<file path="src/hdlc_sig_consts.svh">
// constants for the signaling common configuration block
`ifndef HDLC_SIG_CONSTS_SVH
`define HDLC_SIG_CONSTS_SVH

// register word index, byte address is four times the index
`define IDX_IRQ_PIN_CFG 8'h08
`define IDX_SIG_CFG_ONE 8'h09
`define ADDR_IRQ_PIN_CFG 8'h20
`define ADDR_SIG_CFG_ONE 8'h24
`define ADDR_IRQ_STATUS 8'h40
`define ADDR_IRQ_MASK 8'h44
`define ADDR_COMMAND 8'h48
`define ADDR_RX_COUNT_LOW 8'h4c
`define ADDR_RX_COUNT_HIGH 8'h50

// reset values
`define RST_IRQ_PIN_CFG 8'h00
`define RST_SIG_CFG_ONE 8'h00
`define RST_IRQ_MASK 4'h0

// field positions
`define IRQ_SEL_LOW_BIT 0
`define IRQ_SEL_HIGH_BIT 1
`define CFG_SHARED_FLAG_BIT 7
`define CFG_RX_STYLE_BIT 6
`define CFG_DL_FIFO_BIT 5
`define CFG_TS_SIG_BIT 4
`define CFG_IDLE_FILL_BIT 3
`define CFG_THR_HIGH_BIT 1
`define CFG_THR_LOW_BIT 0
`define CFG_WRITABLE 8'hfb
`define IRQ_PIN_WRITABLE 8'h03
`define CMD_RX_DONE_BIT 0

// interrupt status bits
`define IRQ_BITS 4
`define IRQ_POOL_FULL 0
`define IRQ_RX_FRAME_END 1
`define IRQ_BOM_PACKET 2
`define IRQ_TX_FRAME_DONE 3

// line constants
`define FLAG_PATTERN 8'h7e
`define BIT_CNT_LAST 3'h7
`define BOM_PACKET_LEN 4'ha
`define THR_MASK_32 5'h1f
`define THR_MASK_16 5'h0f
`define THR_MASK_4 5'h03
`define THR_MASK_2 5'h01

`endif

</file>
<file path="src/hdlc_sig_pkg.sv">
// types shared by the signaling common configuration block
package hdlc_sig_pkg;

  typedef enum logic [1:0] {
    TX_IDLE = 2'b00,
    TX_OPEN = 2'b01,
    TX_DATA = 2'b10,
    TX_CLOSE = 2'b11
  } tx_state_t;

  typedef enum logic [1:0] {
    THR_32 = 2'b00,
    THR_16 = 2'b01,
    THR_4 = 2'b10,
    THR_2 = 2'b11
  } rx_threshold_t;

endpackage

</file>
<file path="src/hdlc_signaling_common_config.sv">
// signaling controller common configuration: registers, irq pin, fill and counts
//
// Overview of operation
// - interrupt pin is open drain whenever the low stage select bit is 0.
// - low select 1 gives push-pull; high select picks active low or high.
// - shared flag: one flag closes a frame and opens the next.
// - in message mode, style bit picks 10-byte packets or continuous reception.
// - datalink fifo access sends fifo bits; software clears external pin enable.
// - timeslot signaling enable gates signaling in selected timeslots 0 to 31.
// - threshold picks block size 32, 16, 4 or 2 bytes; resets to 32.
// - byte count after pool full gives whole frame length unless a receive complete command cleared its low bits.
// - receive complete command clears count low bits matching the threshold.
//
// Register access over APB is this design's own decision.
`timescale 1ns/100ps
`include "hdlc_sig_consts.svh"

module hdlc_signaling_common_config #(
  parameter int CNT_W = 16
) (
  // clock and reset
  input wire logic i_sys_clk,
  input wire logic i_rst,
  // apb slave
  input wire logic i_psel,
  input wire logic i_penable,
  input wire logic i_pwrite,
  input wire logic [7:0] i_paddr,
  input wire logic [31:0] i_pwdata,
  output logic [31:0] o_prdata,
  output logic o_pready,
  output logic o_pslverr,
  // interrupt
  output logic o_irq,
  output logic o_irq_pin_out,
  output logic o_irq_pin_oe,
  // transmit frame source
  input wire logic i_tx_frame_req,
  input wire logic i_tx_bit,
  input wire logic i_tx_last,
  output logic o_tx_take,
  output logic o_tx_line,
  // datalink
  input wire logic i_dl_pin_bit,
  input wire logic i_external_datalink_pin_enable,
  output logic o_dl_bit,
  output logic o_dl_from_fifo,
  // timeslot signaling
  input wire logic i_ts_selected,
  output logic o_ts_signaling_active,
  // receive path
  input wire logic i_bit_oriented_message,
  input wire logic i_rx_byte_valid,
  input wire logic i_rx_frame_end,
  output logic o_bom_continuous
);

  // ----------------------------------------------------------------
  // registers
  // ----------------------------------------------------------------
  logic [7:0] irq_pin_cfg_q;
  logic [7:0] sig_cfg_one_q;
  logic [`IRQ_BITS-1:0] irq_status_q;
  logic [`IRQ_BITS-1:0] irq_mask_q;
  logic rx_done_cmd_q;

  logic setup;
  logic wr_en;
  logic [`IRQ_BITS-1:0] irq_event;
  logic [CNT_W-1:0] rx_count;
  logic pool_full;
  logic bom_packet;
  logic tx_frame_done;
  logic irq_level;

  logic irq_stage_select_low;
  logic irq_stage_select_high;
  logic shared_flag_enable;
  logic message_receive_style;
  logic datalink_fifo_access_enable;
  logic timeslot_signaling_enable;
  logic idle_fill_select;
  logic [1:0] rx_threshold;

  assign irq_stage_select_low = irq_pin_cfg_q[`IRQ_SEL_LOW_BIT];
  assign irq_stage_select_high = irq_pin_cfg_q[`IRQ_SEL_HIGH_BIT];
  assign shared_flag_enable = sig_cfg_one_q[`CFG_SHARED_FLAG_BIT];
  assign message_receive_style = sig_cfg_one_q[`CFG_RX_STYLE_BIT];
  assign datalink_fifo_access_enable = sig_cfg_one_q[`CFG_DL_FIFO_BIT];
  assign timeslot_signaling_enable = sig_cfg_one_q[`CFG_TS_SIG_BIT];
  assign idle_fill_select = sig_cfg_one_q[`CFG_IDLE_FILL_BIT];
  assign rx_threshold = {sig_cfg_one_q[`CFG_THR_HIGH_BIT], sig_cfg_one_q[`CFG_THR_LOW_BIT]};

  // ----------------------------------------------------------------
  // apb decode
  // ----------------------------------------------------------------
  function automatic logic addr_known(input logic [7:0] addr);
    unique case (addr)
      `ADDR_IRQ_PIN_CFG,
      `ADDR_SIG_CFG_ONE,
      `ADDR_IRQ_STATUS,
      `ADDR_IRQ_MASK,
      `ADDR_COMMAND,
      `ADDR_RX_COUNT_LOW,
      `ADDR_RX_COUNT_HIGH: addr_known = 1'b1;
      default: addr_known = 1'b0;
    endcase
  endfunction

  // answer one cycle after setup, so pready and read data are both flops
  assign setup = i_psel && !i_penable;
  assign wr_en = i_psel && i_penable && o_pready && i_pwrite && !o_pslverr;

  always_ff @(posedge i_sys_clk) begin
    if (i_rst) begin
      o_pready <= 1'b0;
      o_pslverr <= 1'b0;
    end else begin
      o_pready <= setup;
      o_pslverr <= setup && !addr_known(i_paddr);
    end
  end

  always_ff @(posedge i_sys_clk) begin
    if (i_rst) begin
      o_prdata <= 32'h0;
    end else if (setup && !i_pwrite) begin
      unique case (i_paddr)
        `ADDR_IRQ_PIN_CFG: o_prdata <= {24'h0, irq_pin_cfg_q};
        `ADDR_SIG_CFG_ONE: o_prdata <= {24'h0, sig_cfg_one_q};
        `ADDR_IRQ_STATUS: o_prdata <= {28'h0, irq_status_q};
        `ADDR_IRQ_MASK: o_prdata <= {28'h0, irq_mask_q};
        `ADDR_RX_COUNT_LOW: o_prdata <= {24'h0, rx_count[7:0]};
        `ADDR_RX_COUNT_HIGH: o_prdata <= 32'(rx_count[CNT_W-1:8]);
        default: o_prdata <= 32'h0;
      endcase
    end else begin
      o_prdata <= 32'h0;
    end
  end

  // ----------------------------------------------------------------
  // configuration registers
  // ----------------------------------------------------------------
  always_ff @(posedge i_sys_clk) begin
    if (i_rst) begin
      irq_pin_cfg_q <= `RST_IRQ_PIN_CFG;
    end else if (wr_en && i_paddr == `ADDR_IRQ_PIN_CFG) begin
      irq_pin_cfg_q <= i_pwdata[7:0] & `IRQ_PIN_WRITABLE;
    end
  end

  // threshold may be written at any time; keeping to the idle or
  // between-blocks window is software's job, the count then stays exact
  always_ff @(posedge i_sys_clk) begin
    if (i_rst) begin
      sig_cfg_one_q <= `RST_SIG_CFG_ONE;
    end else if (wr_en && i_paddr == `ADDR_SIG_CFG_ONE) begin
      sig_cfg_one_q <= i_pwdata[7:0] & `CFG_WRITABLE;
    end
  end

  always_ff @(posedge i_sys_clk) begin
    if (i_rst) begin
      irq_mask_q <= `RST_IRQ_MASK;
    end else if (wr_en && i_paddr == `ADDR_IRQ_MASK) begin
      irq_mask_q <= i_pwdata[`IRQ_BITS-1:0];
    end
  end

  always_ff @(posedge i_sys_clk) begin
    if (i_rst) begin
      rx_done_cmd_q <= 1'b0;
    end else begin
      rx_done_cmd_q <= wr_en && i_paddr == `ADDR_COMMAND && i_pwdata[`CMD_RX_DONE_BIT];
    end
  end

  // ----------------------------------------------------------------
  // interrupt status
  // ----------------------------------------------------------------
  assign irq_event[`IRQ_POOL_FULL] = pool_full;
  assign irq_event[`IRQ_RX_FRAME_END] = i_rx_frame_end;
  assign irq_event[`IRQ_BOM_PACKET] = bom_packet;
  assign irq_event[`IRQ_TX_FRAME_DONE] = tx_frame_done;

  genvar gi;
  generate
    for (gi = 0; gi < `IRQ_BITS; gi++) begin : g_status
      // a new event wins over a write-one clear in the same cycle
      always_ff @(posedge i_sys_clk) begin
        if (i_rst) begin
          irq_status_q[gi] <= 1'b0;
        end else if (irq_event[gi]) begin
          irq_status_q[gi] <= 1'b1;
        end else if (wr_en && i_paddr == `ADDR_IRQ_STATUS && i_pwdata[gi]) begin
          irq_status_q[gi] <= 1'b0;
        end
      end
    end
  endgenerate

  assign irq_level = |(irq_status_q & irq_mask_q);

  // ----------------------------------------------------------------
  // interrupt pin stage
  // ----------------------------------------------------------------
  always_ff @(posedge i_sys_clk) begin
    if (i_rst) begin
      o_irq <= 1'b0;
      o_irq_pin_out <= 1'b0;
      o_irq_pin_oe <= 1'b0;
    end else begin
      o_irq <= irq_level;
      if (!irq_stage_select_low) begin
        // open drain only pulls low, the high select is ignored
        o_irq_pin_out <= 1'b0;
        o_irq_pin_oe <= irq_level;
      end else begin
        o_irq_pin_oe <= 1'b1;
        o_irq_pin_out <= irq_stage_select_high ? irq_level : !irq_level;
      end
    end
  end

  // ----------------------------------------------------------------
  // transmit sequencer
  // ----------------------------------------------------------------
  hdlc_tx_fill u_tx_fill (
    .i_sys_clk(i_sys_clk),
    .i_rst(i_rst),
    .i_shared_flag_enable(shared_flag_enable),
    .i_idle_fill_select(idle_fill_select),
    .i_tx_frame_req(i_tx_frame_req),
    .i_tx_bit(i_tx_bit),
    .i_tx_last(i_tx_last),
    .o_tx_take(o_tx_take),
    .o_tx_line(o_tx_line),
    .o_tx_frame_done(tx_frame_done)
  );

  // ----------------------------------------------------------------
  // datalink and timeslot signaling
  // ----------------------------------------------------------------
  // with the external pin still enabled the pin wins, so fifo bits never
  // reach the line until software clears it
  always_ff @(posedge i_sys_clk) begin
    if (i_rst) begin
      o_dl_bit <= 1'b1;
      o_dl_from_fifo <= 1'b0;
    end else begin
      o_dl_from_fifo <= datalink_fifo_access_enable && !i_external_datalink_pin_enable;
      if (datalink_fifo_access_enable && !i_external_datalink_pin_enable) begin
        o_dl_bit <= o_tx_line;
      end else begin
        o_dl_bit <= i_dl_pin_bit;
      end
    end
  end

  always_ff @(posedge i_sys_clk) begin
    if (i_rst) begin
      o_ts_signaling_active <= 1'b0;
    end else begin
      o_ts_signaling_active <= timeslot_signaling_enable && i_ts_selected;
    end
  end

  // ----------------------------------------------------------------
  // receive counting
  // ----------------------------------------------------------------
  hdlc_rx_count #(
    .CNT_W(CNT_W)
  ) u_rx_count (
    .i_sys_clk(i_sys_clk),
    .i_rst(i_rst),
    .i_threshold(rx_threshold),
    .i_bom_mode(i_bit_oriented_message),
    .i_message_receive_style(message_receive_style),
    .i_rx_done_cmd(rx_done_cmd_q),
    .i_rx_byte_valid(i_rx_byte_valid),
    .i_rx_frame_end(i_rx_frame_end),
    .o_rx_count(rx_count),
    .o_pool_full(pool_full),
    .o_bom_packet(bom_packet)
  );

  always_ff @(posedge i_sys_clk) begin
    if (i_rst) begin
      o_bom_continuous <= 1'b0;
    end else begin
      o_bom_continuous <= i_bit_oriented_message && message_receive_style;
    end
  end

endmodule

</file>
<file path="src/hdlc_tx_fill.sv">
// transmit bit sequencer: flags, frame data and interframe fill
`timescale 1ns/100ps
`include "hdlc_sig_consts.svh"

module hdlc_tx_fill (
  // clock and reset
  input wire logic i_sys_clk,
  input wire logic i_rst,
  // configuration
  input wire logic i_shared_flag_enable,
  input wire logic i_idle_fill_select,
  // frame source
  input wire logic i_tx_frame_req,
  input wire logic i_tx_bit,
  input wire logic i_tx_last,
  output logic o_tx_take,
  // line side
  output logic o_tx_line,
  output logic o_tx_frame_done
);

  hdlc_sig_pkg::tx_state_t state_q, state_d;
  logic [2:0] cnt_q;
  logic [7:0] flag;
  logic byte_end;

  assign flag = `FLAG_PATTERN;
  assign byte_end = (cnt_q == `BIT_CNT_LAST);

  always_comb begin
    state_d = state_q;
    unique case (state_q)
      hdlc_sig_pkg::TX_IDLE: begin
        // a frame starts only on a byte boundary of the fill
        if (i_tx_frame_req && byte_end) begin
          state_d = hdlc_sig_pkg::TX_OPEN;
        end
      end
      hdlc_sig_pkg::TX_OPEN: begin
        if (byte_end) begin
          state_d = hdlc_sig_pkg::TX_DATA;
        end
      end
      hdlc_sig_pkg::TX_DATA: begin
        if (i_tx_last) begin
          state_d = hdlc_sig_pkg::TX_CLOSE;
        end
      end
      hdlc_sig_pkg::TX_CLOSE: begin
        if (byte_end) begin
          if (i_tx_frame_req && i_shared_flag_enable) begin
            state_d = hdlc_sig_pkg::TX_DATA;
          end else if (i_tx_frame_req) begin
            state_d = hdlc_sig_pkg::TX_OPEN;
          end else begin
            state_d = hdlc_sig_pkg::TX_IDLE;
          end
        end
      end
    endcase
  end

  always_ff @(posedge i_sys_clk) begin
    if (i_rst) begin
      state_q <= hdlc_sig_pkg::TX_IDLE;
      cnt_q <= 3'h0;
    end else begin
      state_q <= state_d;
      cnt_q <= (state_q == hdlc_sig_pkg::TX_DATA) ? 3'h0 : cnt_q + 3'h1;
    end
  end

  always_ff @(posedge i_sys_clk) begin
    if (i_rst) begin
      o_tx_line <= 1'b1;
    end else begin
      unique case (state_q)
        hdlc_sig_pkg::TX_IDLE: o_tx_line <= i_idle_fill_select ? flag[cnt_q] : 1'b1;
        hdlc_sig_pkg::TX_DATA: o_tx_line <= i_tx_bit;
        default: o_tx_line <= flag[cnt_q];
      endcase
    end
  end

  always_ff @(posedge i_sys_clk) begin
    if (i_rst) begin
      o_tx_take <= 1'b0;
      o_tx_frame_done <= 1'b0;
    end else begin
      o_tx_take <= (state_d == hdlc_sig_pkg::TX_DATA);
      o_tx_frame_done <= (state_q == hdlc_sig_pkg::TX_CLOSE) && byte_end;
    end
  end

endmodule

</file>
<file path="src/hdlc_rx_count.sv">
// receive byte counter with threshold blocks and message packets
`timescale 1ns/100ps
`include "hdlc_sig_consts.svh"

module hdlc_rx_count #(
  parameter int CNT_W = 16
) (
  // clock and reset
  input wire logic i_sys_clk,
  input wire logic i_rst,
  // configuration
  input wire logic [1:0] i_threshold,
  input wire logic i_bom_mode,
  input wire logic i_message_receive_style,
  input wire logic i_rx_done_cmd,
  // received bytes
  input wire logic i_rx_byte_valid,
  input wire logic i_rx_frame_end,
  // results
  output logic [CNT_W-1:0] o_rx_count,
  output logic o_pool_full,
  output logic o_bom_packet
);

  logic [4:0] blk_q;
  logic [3:0] pkt_q;
  logic fresh_q;
  logic [4:0] mask;
  logic [CNT_W-1:0] cleared;

  function automatic logic [4:0] thr_mask(input logic [1:0] thr);
    unique case (hdlc_sig_pkg::rx_threshold_t'(thr))
      hdlc_sig_pkg::THR_32: thr_mask = `THR_MASK_32;
      hdlc_sig_pkg::THR_16: thr_mask = `THR_MASK_16;
      hdlc_sig_pkg::THR_4: thr_mask = `THR_MASK_4;
      hdlc_sig_pkg::THR_2: thr_mask = `THR_MASK_2;
    endcase
  endfunction

  assign mask = thr_mask(i_threshold);
  // the complete command must not be lost when a byte or frame end lands in its cycle
  assign cleared = i_rx_done_cmd ? (o_rx_count & ~CNT_W'(mask)) : o_rx_count;

  // count holds the frame length less any low bits the complete command cleared, blocks only gate the pool event
  always_ff @(posedge i_sys_clk) begin
    if (i_rst) begin
      o_rx_count <= '0;
      fresh_q <= 1'b1;
    end else if (i_rx_byte_valid) begin
      o_rx_count <= fresh_q ? CNT_W'(1) : cleared + CNT_W'(1);
      fresh_q <= 1'b0;
    end else if (i_rx_frame_end) begin
      o_rx_count <= cleared;
      fresh_q <= 1'b1;
    end else begin
      o_rx_count <= cleared;
    end
  end

  always_ff @(posedge i_sys_clk) begin
    if (i_rst) begin
      blk_q <= 5'h0;
      o_pool_full <= 1'b0;
    end else begin
      o_pool_full <= 1'b0;
      if (i_rx_byte_valid) begin
        // a raised threshold mid-block stretches the block to the new size
        if (blk_q >= mask) begin
          blk_q <= 5'h0;
          o_pool_full <= 1'b1;
        end else begin
          blk_q <= blk_q + 5'h1;
        end
      end else if (i_rx_frame_end) begin
        blk_q <= 5'h0;
      end
    end
  end

  always_ff @(posedge i_sys_clk) begin
    if (i_rst) begin
      pkt_q <= 4'h0;
      o_bom_packet <= 1'b0;
    end else begin
      o_bom_packet <= 1'b0;
      if (!i_bom_mode || i_message_receive_style) begin
        pkt_q <= 4'h0;
      end else if (i_rx_byte_valid) begin
        if (pkt_q == `BOM_PACKET_LEN - 4'h1) begin
          pkt_q <= 4'h0;
          o_bom_packet <= 1'b1;
        end else begin
          pkt_q <= pkt_q + 4'h1;
        end
      end
    end
  end

endmodule

</file>
<file path="config.mk">
export PLATFORM = sky130hd
export DESIGN_NAME = hdlc_signaling_common_config
export DESIGN_NICKNAME = d
export VERILOG_FILES = /design/src/hdlc_sig_pkg.sv /design/src/hdlc_signaling_common_config.sv /design/src/hdlc_tx_fill.sv /design/src/hdlc_rx_count.sv
export VERILOG_INCLUDE_DIRS = /design/src /design/src/src
export SDC_FILE = /design/constraint.sdc
export NUM_CORES = 1
export LEC_CHECK = 0
export ABC_AREA = 1
export BUFFER_PORTS_ARGS = -buffer_cell sky130_fd_sc_hd__buf_2
export CORE_UTILIZATION = 39
export CTS_CLUSTER_SIZE = 16
export DETAILED_ROUTE_END_ITERATION = 8
export HOLD_SLACK_MARGIN = 0.08
export SLEW_MARGIN = 25
export SYNTH_ARGS = -nofsm -noshare
export SYNTH_HDL_FRONTEND = slang
export SYNTH_SLANG_ARGS = --single-unit
</file>
<file path="constraint.sdc">
create_clock -name i_sys_clk -period 2.3 [get_ports i_sys_clk]
set_input_delay 0.345 -clock i_sys_clk [delete_from_list [all_inputs] [get_ports i_sys_clk]]
set_output_delay 0.345 -clock i_sys_clk [all_outputs]
set_load 0.02 [all_outputs]
</file>
==> results of run 1 <==
## state kept, by name, indices dropped and copies added (netlist names), 2 cells and up, named ones only
| signal | flops |
|---|---|
| u_rx_count.o_rx_count | 16 |
| o_prdata | 8 |
| sig_cfg_one_q | 7 |
| u_rx_count.blk_q | 5 |
| irq_mask_q | 4 |
| irq_status_q | 4 |
| u_rx_count.pkt_q | 4 |
| u_tx_fill.cnt_q | 3 |
| irq_pin_cfg_q | 2 |
| u_tx_fill.state_q | 2 |
## synthesized netlist by cell type, types with 3 or more instances
cell type | count | area (um2)
a31oi_1 | 4 | 25.0
nand2_1 | 71 | 267
inv_1 | 67 | 251
nor2_2 | 5 | 31.3
nand3_2 | 3 | 30.0
nor3_1 | 14 | 70.1
dfxtp_1 | 72 | 1440
nor2_1 | 73 | 274
ha_1 | 6 | 75.1
o21ai_1 | 4 | 20.0
nand3_1 | 44 | 220
o21ai_0 | 32 | 160
buf_4 | 25 | 188
a21oi_1 | 30 | 150
nand4_1 | 5 | 31.3
xor2_1 | 3 | 26.3
## per-stage QoR
stage	power, mW	std cells	hold WS (ns)	area, um2	utilization, %
CTS	2.63	653	0.189	3970	45.7
global route	2.71	653	0.199	3970	45.7
finish	2.60	653	0.196	3970	45.7
global placement	1.48	637	0.417	3740	43.1
floorplan	1.45	509	0.410	3560	-
detailed placement	1.48	637	0.426	3740	43.1
## routing by layer
| layer | wire length [um] | up-vias | part of all wire (%) |
|---|---|---|---|
| met5 | 0 | - | 0 |
| met4 | 95 | 0 | 1.2 |
| met3 | 410 | 10 | 5.2 |
| met2 | 3710 | 65 | 47 |
| met1 | 3620 | 1413 | 46 |
| li1 | - | 1632 | - |
## power by group through the flow
stage,clock network [mW],logic [mW],registers [mW]
5_1_grt,1.23,0.201,1.28
6_report,1.15,0.175,1.28
3_3_place_gp,0,0.173,1.31
4_1_cts,1.17,0.177,1.28
2_1_floorplan,0,0.145,1.31
3_5_place_dp,0,0.176,1.31
## layout make-up
| type | instances | share of cell area [%] |
|---|---|---|
| clock buffer | 10 | 3.47 |
| inverter | 69 | 6.52 |
| tap | 108 | 3.40 |
| timing repair buffer | 51 | 6.62 |
| multi-input combinational | 337 | 41.4 |
| sequential | 72 | 36.3 |
| clock inverter | 6 | 2.27 |
## cell families after synthesis
logic type                 share of synthesized area (%)
AOI/OAI and AO/OA                                   12.0
DFF                                                 41.4
and+or+nand+nor                                     29.5
buffers and inverters                               13.8
adders and majority gates                           2.16
other                                              0.108
xor gates and xnor gates                            1.01
## tightest hold or removal path, delay by kind of cell
kind | cells | cell delay [ns]
AND/OR/NAND/NOR | 2 | 0.09
buffers and inverters | 1 | 0.08
## worst max path at each step
| stage | slack [ns] | startpoint | endpoint |
|---|---|---|---|
| finish | 0.49 | sig_cfg_one_q[1] | u_rx_count.o_rx_count[14] |
| global route | 0.18 | sig_cfg_one_q[1] | u_rx_count.o_rx_count[14] |
| CTS | 0.46 | sig_cfg_one_q[1] | u_rx_count.o_rx_count[14] |
| detailed placement | 0.47 | sig_cfg_one_q[1] | u_rx_count.o_rx_count[14] |
| global placement | 0.51 | sig_cfg_one_q[1] | u_rx_count.o_rx_count[14] |
| floorplan | 0.74 | sig_cfg_one_q[1] | u_rx_count.o_rx_count[14] |
## cell usage in the layout, fill, tap and decap left out, types with 3 or more instances in the layout
cell type  instances
nand4_1            5
nor2_1            73
nand3_2            3
ha_1               6
xor2_1             3
inv_1             67
nand3_1           44
conb_1            24
o21ai_1            4
o21ai_0           32
nor2_2             5
a31oi_1            4
a21oi_1           30
buf_2             48
buf_4              3
nor3_1            14
nand2_1           71
dfxtp_1           72
clkbuf_8          10
==> metrics.yaml, run 1 <==
logic_synthesis:
  synth_ff_type: "dfxtp_1"
  yosysWarnings: 0
  synth.distinct_cells: 36
  ys_ff_latch: 72
  synthArstFlopShare_pct: 0
  synth_edf_count: 0
  syn_area_per_cell_um2: 7.16
  ys_seq_area_share_pct: 41.4
  synthCells: 486
  syn-cell-area_mm2: 0.00348
clock_network:
  cts_resized: 0
  cts_num_sinks: 72
  htree_num_levels: 3
  cts_inserted_buffers: 9
  clock_latency_ns: 0.35
  post_cts_buffers: 0
  root_buffer: "clkbuf_8"
  cts_hold_buf: 0
  cts.path.max_buffers: 2
  path_clk_slew_ns: 0.09
  cts_tree: "done"
critical_path:
  critPathArrivalTime_ns: 2.06
  path_cells: "nand2_1, inv_1, o21ai_0, inv_1, ha_1, nand2_1, nor2_1, nand2_1, nor2_2, nand2_1, nor2_1, nand2_1, nand2_1, nor2_1"
  worst_path_max_delay_cell: "dfxtp_1"
  worst-path-buf-inv: 2
  critPathRequiredTime_ns: 2.55
  critPathMaxStageDelay_ns: 0.40
  cp_num_cells: 14
  critical_path_class: "reg2reg"
  reg2reg_setup_slack_ns: 0.49
  cpMostUsedCell: "nand2_1"
  worstPathMaxFanout: 4
  reg2reg_from: "sig_cfg_one_q[1]"
  start_kind: "flip-flop"
  r2r_cells: 14
  r2r-end: "u_rx_count.o_rx_count[14]"
  crit_family: "simple AND/OR/NAND/NOR gates"
  end_kind: "flip-flop"
pwr:
  swShare_pct: 24.6
  clkPwrFrac_pct: 44.2
  combPwrFrac_pct: 6.7
  pwr_density_cell_mw_per_mm2: 656
  p_sw_mw: 0.640
  p_seq_share_pct: 49.1
  leakage_nw: 1.71
  ir_drop_mv: 0.408
  p_int_mw: 1.96
die:
  io_pins: 97
  dieArea_mm2: 0.00930
  die_w_um: 96.4
  core_area_mm2: 0.00868
  num_rows: 34
  die_h_um: 96.4
  initial_utilization_pct: 40.1
global_routing:
  antenna_found_initial: 0
  grt_busiest_layer: "met2"
  grt_start_max_net_pins: 20
  grt_use_met1_pct: 22.3
  grtUsageTotal_pct: 18.1
  grt_pass1_wl_mm: 12.7
  grtUsageMet3_pct: 5.16
  grt_overflow: 0
  grt.met2_usage_pct: 30.0
  grt_pass1_vias: 2819
place:
  post-place-ws_ns: 0.468
  gp_congestion: 0.851
  numPortBuffers: 48
  dpl.hpwl_mm: 6.03
routing:
  vias_per_cell: 4.78
  drc: 0
  postRouteAntennaNets: 0
  num_vias: 3120
  routed_wirelength_mm: 7.84
  firstDrtPassIters: 4
  drtIter0Drc: 131
  wl_per_cell_um: 12.0
sta:
  final.setup_skew_ns: 0.00850
  fin_crit_sh_pct: 78.8
  fin_ws_ns: 0.488
  tns_ns: 0
  drv_slew: 0
  finalSetupViolCount: 0
  hold_viol: 0
  max_freq_mhz: 552
  rsz0062_at_grt: "false"
  post-route-min-period_ns: 1.81
layout:
  diodes: 0
  seqCellArea_mm2: 0.00144
  final_nets: 600
  multi_input_area_mm2: 0.00164
  drive_above_1_share_pct: 16.0
  area_growth_pct: 14.1
  fillers: 905
status:
  outcome: "finished, final reports clean"
min_path:
  hp-class: "in2reg"
  hold_end: "o_dl_bit"
  hp-start: "i_dl_pin_bit"
  hold_path_depth: 3
flow_run:
  max_cap_violations: 0
Power figures use the tool's default switching activity.
==> inputs of run 2 (changes only) <==
==> constraint.sdc (replaced) <==
create_clock -name i_sys_clk -period 1.5 [get_ports i_sys_clk]
set_input_delay 0.225 -clock i_sys_clk [delete_from_list [all_inputs] [get_ports i_sys_clk]]
set_output_delay 0.225 -clock i_sys_clk [all_outputs]
set_load 0.02 [all_outputs]
==> metrics.yaml, run 2 (synthesis results as in run 1) <==
sta:
  holdWs_ns: 0.108  # was 0.196 ns
  fin_ws_ns: -0.0847  # was 0.488 ns
  finalSetupViolCount: 8  # was 0
  post-route-min-period_ns: 1.58  # was 1.81 ns
  hold_viol: 0  # unchanged
  tns_ns: -0.489  # was 0 ns
  drv_slew: 0  # unchanged
  fin_crit_sh_pct: 106  # was 78.8%
  final.setup_skew_ns: 0.0102  # was 0.00850 ns
  rsz0062_at_grt: "true"  # was false
  max_freq_mhz: 631  # was 552 MHz
critical_path:
  path_cells: "nand2_2, inv_2, o21ai_2, inv_1, ha_2, nand2_1, nor2_1, nand2_1, nor2_4, buf_4, nand2_4, nor2_4, nand2_1, nand2_1, nor2_1"  # was nand2_1, inv_1, o21ai_0, inv_1, ha_1, nand2_1, nor2_1, nand2_1, nor2_2, nand2_1, nor2_1, nand2_1, nand2_1, nor2_1
  worstPathMaxFanout: 3  # was 4
  worst_path_max_delay_cell: "dfxtp_2"  # was dfxtp_1
  end_kind: "flip-flop"  # unchanged
  critPathArrivalTime_ns: 1.82  # was 2.06 ns
  start_kind: "flip-flop"  # unchanged
  critPathRequiredTime_ns: 1.74  # was 2.55 ns
  crit_family: "simple AND/OR/NAND/NOR gates"  # unchanged
  worst-path-buf-inv: 3  # was 2
  critical_path_class: "reg2reg"  # unchanged
  critPathMaxStageDelay_ns: 0.34  # was 0.40 ns
  cpMostUsedCell: "nand2_1"  # unchanged
die:
  io_pins: 97  # unchanged
  initial_utilization_pct: 40.1  # unchanged
  die_w_um: 96.4  # unchanged
  core_area_mm2: 0.00868  # unchanged
  die_h_um: 96.4  # unchanged
  num_rows: 34  # unchanged
  dieArea_mm2: 0.00930  # unchanged
layout:
  fin_util_pct: 50.1  # was 45.7%
  largest-register: "u_rx_count.o_rx_count"  # unchanged
  stdcell_count: 684  # was 653
  largest_registers: "u_rx_count.o_rx_count (16), o_prdata (8), sig_cfg_one_q (7)"  # unchanged
  final_nets: 631  # was 600
  fillers: 845  # was 905
  multi_input_area_mm2: 0.00175  # was 0.00164 mm2
  final_cell_mix: "dfxtp_1, nor2_1, nand2_1"  # was nor2_1, dfxtp_1, nand2_1
  largest_register_ffs: 16  # unchanged
  drive_above_1_share_pct: 24.8  # was 16.0%
  seqCellArea_mm2: 0.00145  # was 0.00144 mm2
  layout_commonest_cell: "dfxtp_1"  # was nor2_1
  diodes: 0  # unchanged
  area_growth_pct: 25.0  # was 14.1%
routing:
  wl_per_cell_um: 12.1  # was 12.0 um
  routed_wirelength_mm: 8.30  # was 7.84 mm
  drtIter0Drc: 166  # was 131
  num_vias: 3286  # was 3120
  drc: 0  # unchanged
  firstDrtPassIters: 4  # unchanged
  postRouteAntennaNets: 0  # unchanged
  vias_per_cell: 4.80  # was 4.78
clock_network:
  path_clk_slew_ns: 0.08  # was 0.09 ns
  htree_num_levels: 3  # unchanged
  cts_inserted_buffers: 9  # unchanged
  clock_latency_ns: 0.35  # about the same
  cts_num_sinks: 72  # unchanged
  root_buffer: "clkbuf_8"  # unchanged
  cts.path.max_buffers: 2  # unchanged
  cts_tree: "done"  # unchanged
place:
  place_inst: 661  # was 637
  dpl.hpwl_mm: 6.38  # was 6.03 mm
  numPortBuffers: 48  # unchanged
  gp_congestion: 0.888  # was 0.851
status:
  outcome: "complete, but fails checks"  # was finished, final reports clean
  violations: "negative setup slack"
global_routing:
  grt_overflow: 0  # unchanged
  grt_pass1_vias: 2833  # was 2819
  antenna_found_initial: 0  # unchanged
  grt_start_max_net_pins: 15  # was 20
  grtUsageTotal_pct: 17.9  # was 18.1%
  grt_pass1_wl_mm: 12.6  # was 12.7 mm
min_path:
  hp-class: "in2reg"  # unchanged
flow_run:
  max_cap_violations: 0  # unchanged
pwr:
  ir_drop_mv: 0.639  # was 0.408 mV
  p_total_mw: 4.18  # was 2.60 mW
  leakage_nw: 1.90  # was 1.71 nW
  pwr_density_cell_mw_per_mm2: 961  # was 656 mW/mm2
run 2: worst paths after layout:
check,from,end,slack [ns],depth (start not counted)
max,sig_cfg_one_q[1],u_rx_count.o_rx_count[14],-0.08,15
min,i_ts_selected,o_ts_signaling_active,0.11,3
max reg2reg,sig_cfg_one_q[1],u_rx_count.o_rx_count[14],-0.08,15
min reg2reg,sig_cfg_one_q[4],o_ts_signaling_active,0.46,2
run 2: repair_timing:
item / in CTS / in global routing
hold buffers: 1 / 0
buffers inserted: 3 / 5
endpoints found under the setup margin: 9 / 16
pin swaps: 6 / 11
endpoints found under the hold margin: 1 / 0
resized for setup: 16 / 22
run 2: stage by stage:
stage               setup slack [ns]  area [um2]
CTS                          -0.0862        4260
detailed placement            -0.143        3930
finish                       -0.0847        4350
global route                  -0.220        4350
floorplan                    -0.0399        3570
global placement              -0.107        3930
run 2: routing by layer:
layer,vias up,wire length (um),part of all wire (%),track usage (%)
li1,1697,-,-,-
met1,1496,3770,45,21.9
met2,85,4020,48,31.5
met3,8,442,5.3,4.15
met4,0,64,0.77,4.78
met5,-,0,0,0
run 2: final cells by class:
| class | instances | share of cell area [%] |
|---|---|---|
| Timing Repair Buffer | 82 | 11.6 |
| Multi-Input combinational cell | 337 | 40.2 |
| Clock inverter | 7 | 2.91 |
| Sequential cell | 72 | 33.2 |
| Inverter | 69 | 6.02 |
| Tap cell | 108 | 3.11 |
| Clock buffer | 9 | 2.85 |
run 2: worst register-to-register path: cells and delay by family (launching register included):
kind	cells	cell delay [ns]
AOI/OAI and AO/OA	1	0.06
adders and majority gates	1	0.17
buffers and inverters	3	0.24
DFF	1	0.34
and+or+nand+nor	10	0.69
run 2: where the power goes:
part,switching [mW],internal (mW)
logic,0.206,0.105
registers,0.0180,1.94
clock network,0.781,1.13
total,1.00,3.17
==> inputs of run 3 (changes only) <==
--- a/config.mk
+++ b/config.mk
@@ -8,6 +8,7 @@
 export LEC_CHECK = 0
 export ABC_AREA = 1
 export BUFFER_PORTS_ARGS = -buffer_cell sky130_fd_sc_hd__buf_2
+export CORE_ASPECT_RATIO = 0.9
 export CORE_UTILIZATION = 39
 export CTS_CLUSTER_SIZE = 16
 export DETAILED_ROUTE_END_ITERATION = 8
==> metrics.yaml, run 3 (synthesis results as in run 1) <==
die:
  core_area_mm2: 0.00861  # was 0.00868 mm2
  die_h_um: 91.6  # was 96.4 um
  die_w_um: 102  # was 96.4 um
  dieArea_mm2: 0.00930  # about the same
  initial_utilization_pct: 40.4  # was 40.1%
  io_pins: 97  # unchanged
  num_rows: 32  # was 34
status:
  violations: "negative setup slack"  # unchanged
  outcome: "complete, but fails checks"  # unchanged
layout:
  final_cell_mix: "nor2_1, dfxtp_1, nand2_1"  # was dfxtp_1, nor2_1, nand2_1
  final_nets: 631  # unchanged
  largest_registers: "u_rx_count.o_rx_count (16), o_prdata (8), sig_cfg_one_q (7)"  # unchanged
  drive_above_1_share_pct: 24.3  # was 24.8%
  largest_register_ffs: 16  # unchanged
  area_growth_pct: 22.7  # was 25.0%
  stdcell_count: 695  # was 684
  seqCellArea_mm2: 0.00145  # unchanged
  largest-register: "u_rx_count.o_rx_count"  # unchanged
  fillers: 868  # was 845
  multi_input_area_mm2: 0.00173  # was 0.00175 mm2
  diodes: 0  # unchanged
  fin_util_pct: 49.6  # was 50.1%
  fin_area_mm2: 0.00427  # was 0.00435 mm2
global_routing:
  antenna_found_initial: 0  # unchanged
  grtUsageTotal_pct: 18.5  # was 17.9%
  grt_pass1_vias: 2957  # was 2833
  grt_start_max_net_pins: 15  # unchanged
  grt_pass1_wl_mm: 13.2  # was 12.6 mm
  grt_overflow: 0  # unchanged
critical_path:
  crit_family: "simple AND/OR/NAND/NOR gates"  # unchanged
  r2r_cells: 14  # was 15
  cp_num_cells: 14  # was 15
  worst_path_max_delay_cell: "dfxtp_2"  # unchanged
  end_kind: "flip-flop"  # unchanged
  critPathMaxStageDelay_ns: 0.34  # about the same
  start_kind: "flip-flop"  # unchanged
  critPathRequiredTime_ns: 1.80  # was 1.74 ns
  critical_path_class: "reg2reg"  # unchanged
  cpMostUsedCell: "nand2_1"  # unchanged
  worst-path-buf-inv: 3  # unchanged
  path_cells: "nand2_2, inv_2, o21ai_2, inv_1, ha_2, nand2_1, nor2_1, nand2_1, nor2_2, buf_4, nand4_1, nand2_1, nand2_1, nor2_1"  # was nand2_2, inv_2, o21ai_2, inv_1, ha_2, nand2_1, nor2_1, nand2_1, nor2_4, buf_4, nand2_4, nor2_4, nand2_1, nand2_1, nor2_1
  critPathArrivalTime_ns: 1.85  # was 1.82 ns
  worstPathMaxFanout: 3  # unchanged
min_path:
  hp-class: "in2reg"  # unchanged
  hold_path_depth: 3  # unchanged
clock_network:
  cts_num_sinks: 72  # unchanged
  clock_latency_ns: 0.35  # about the same
  cts_tree: "done"  # unchanged
  path_clk_slew_ns: 0.08  # about the same
  root_buffer: "clkbuf_8"  # unchanged
  cts_inserted_buffers: 9  # unchanged
  cts.path.max_buffers: 2  # unchanged
  htree_num_levels: 3  # unchanged
routing:
  num_vias: 3239  # was 3286
  routed_wirelength_mm: 8.08  # was 8.30 mm
  postRouteAntennaNets: 0  # unchanged
  drc: 0  # unchanged
  wl_per_cell_um: 11.6  # was 12.1 um
  drtIter0Drc: 178  # was 166
  vias_per_cell: 4.66  # was 4.80
  firstDrtPassIters: 5  # was 4
place:
  place_inst: 672  # was 661
  numPortBuffers: 48  # unchanged
  gp_congestion: 0.877  # was 0.888
  dpl-instance-area_mm2: 0.00394  # was 0.00393 mm2
  dpl.hpwl_mm: 6.18  # was 6.38 mm
pwr:
  combPwrFrac_pct: 8.4  # was 7.4%
  pwr_density_cell_mw_per_mm2: 870  # was 961 mW/mm2
  p_total_mw: 3.71  # was 4.18 mW
  leakage_nw: 1.86  # was 1.90 nW
  p_sw_mw: 1.01  # was 1.00 mW
  p_int_mw: 2.71  # was 3.17 mW
  swShare_pct: 27.1  # was 24.0%
  clkPwrFrac_pct: 38.8  # was 45.7%
  ir_drop_mv: 0.383  # was 0.639 mV
  p_seq_share_pct: 52.8  # was 46.9%
sta:
  post-route-min-period_ns: 1.55  # was 1.58 ns
  max_freq_mhz: 644  # was 631 MHz
  fin_ws_ns: -0.0524  # was -0.0847 ns
  hold_viol: 0  # unchanged
  rsz0062_at_grt: "true"  # unchanged
  fin_crit_sh_pct: 103  # was 106%
  drv_slew: 0  # unchanged
  final.setup_skew_ns: 0.0127  # was 0.0102 ns
  finalSetupViolCount: 2  # was 8
flow_run:
  max_cap_violations: 0  # unchanged
-- run 3: cell count changes in the layout (fill, tap and decap cells not counted), sizes merged --
| cell | change |
|---|---|
| bufinv | -3 |
| inv | -1 |
| buf | -1 |
| clkbuf | +2 |
| clkinv | +2 |
| dlygate4sd3 | +1 |
-- run 3: stage by stage --
| stage | setup TNS, ns | setup slack [ns] | hold WS, ns |
|---|---|---|---|
| after floorplan | -0.0399 | -0.0399 | 0.338 |
| after global placement | -0.458 | -0.0924 | 0.418 |
| after CTS | -0.118 | -0.0637 | 0.0857 |
| after global routing | -0.906 | -0.238 | 0.0876 |
| final | -0.0893 | -0.0524 | 0.0923 |
| after detailed placement | -0.686 | -0.131 | 0.419 |
-- run 3: repair_timing --
| action | CTS | global route |
|---|---|---|
| resized for setup | 10 | 22 |
| endpoints found under the hold margin | 2 | 0 |
| hold buffers | 2 | 0 |
| pin swaps | 7 | 10 |
| setup endpoints to repair | 9 | 17 |
| buffers inserted | 2 | 5 |
-- run 3: layout make-up --
cell class,instances,share of cell area [%]
clock buffers,11,3.31
clock inverters,5,0.909
inverters,69,6.13
multi-input cells,337,40.6
flip-flops and latches,72,33.9
well taps,119,3.49
repair buffers,82,11.7
-- run 3: metal layers --
layer  GRT usage [%]  vias up  wire length [um]
li1                -     1691                 -
met1            23.7     1444              3840
met2            29.3       92              3620
met3            4.00       12               479
met4            8.45        0               134
met5               0        -                 0
-- run 3: worst register-to-register path, delay by kind of cell, from the launching register on --
family / cells / cell delay, ns
adders and majority gates: 1 / 0.17
AOI/OAI and AO/OA: 1 / 0.06
DFF: 1 / 0.34
buffers and inverters: 3 / 0.26
and+or+nand+nor: 9 / 0.68
-- run 3: worst paths after layout --
kind	startpoint	endpoint	slack, ns
worst max register to register	sig_cfg_one_q[1]	u_rx_count.o_rx_count[10]	-0.05
worst max-delay path	sig_cfg_one_q[1]	u_rx_count.o_rx_count[10]	-0.05
worst min register to register	sig_cfg_one_q[4]	o_ts_signaling_active	0.43
worst min-delay path	i_tx_bit	u_tx_fill.o_tx_line	0.09
-- run 3: power groups by stage --
stage	clock network (mW)	registers (mW)	logic (mW)
finish	1.44	1.96	0.314
detailed placement	0	2.00	0.299
global placement	0	2.00	0.295
floorplan	0	2.00	0.223
global route	1.54	1.96	0.354
CTS	1.47	1.96	0.309
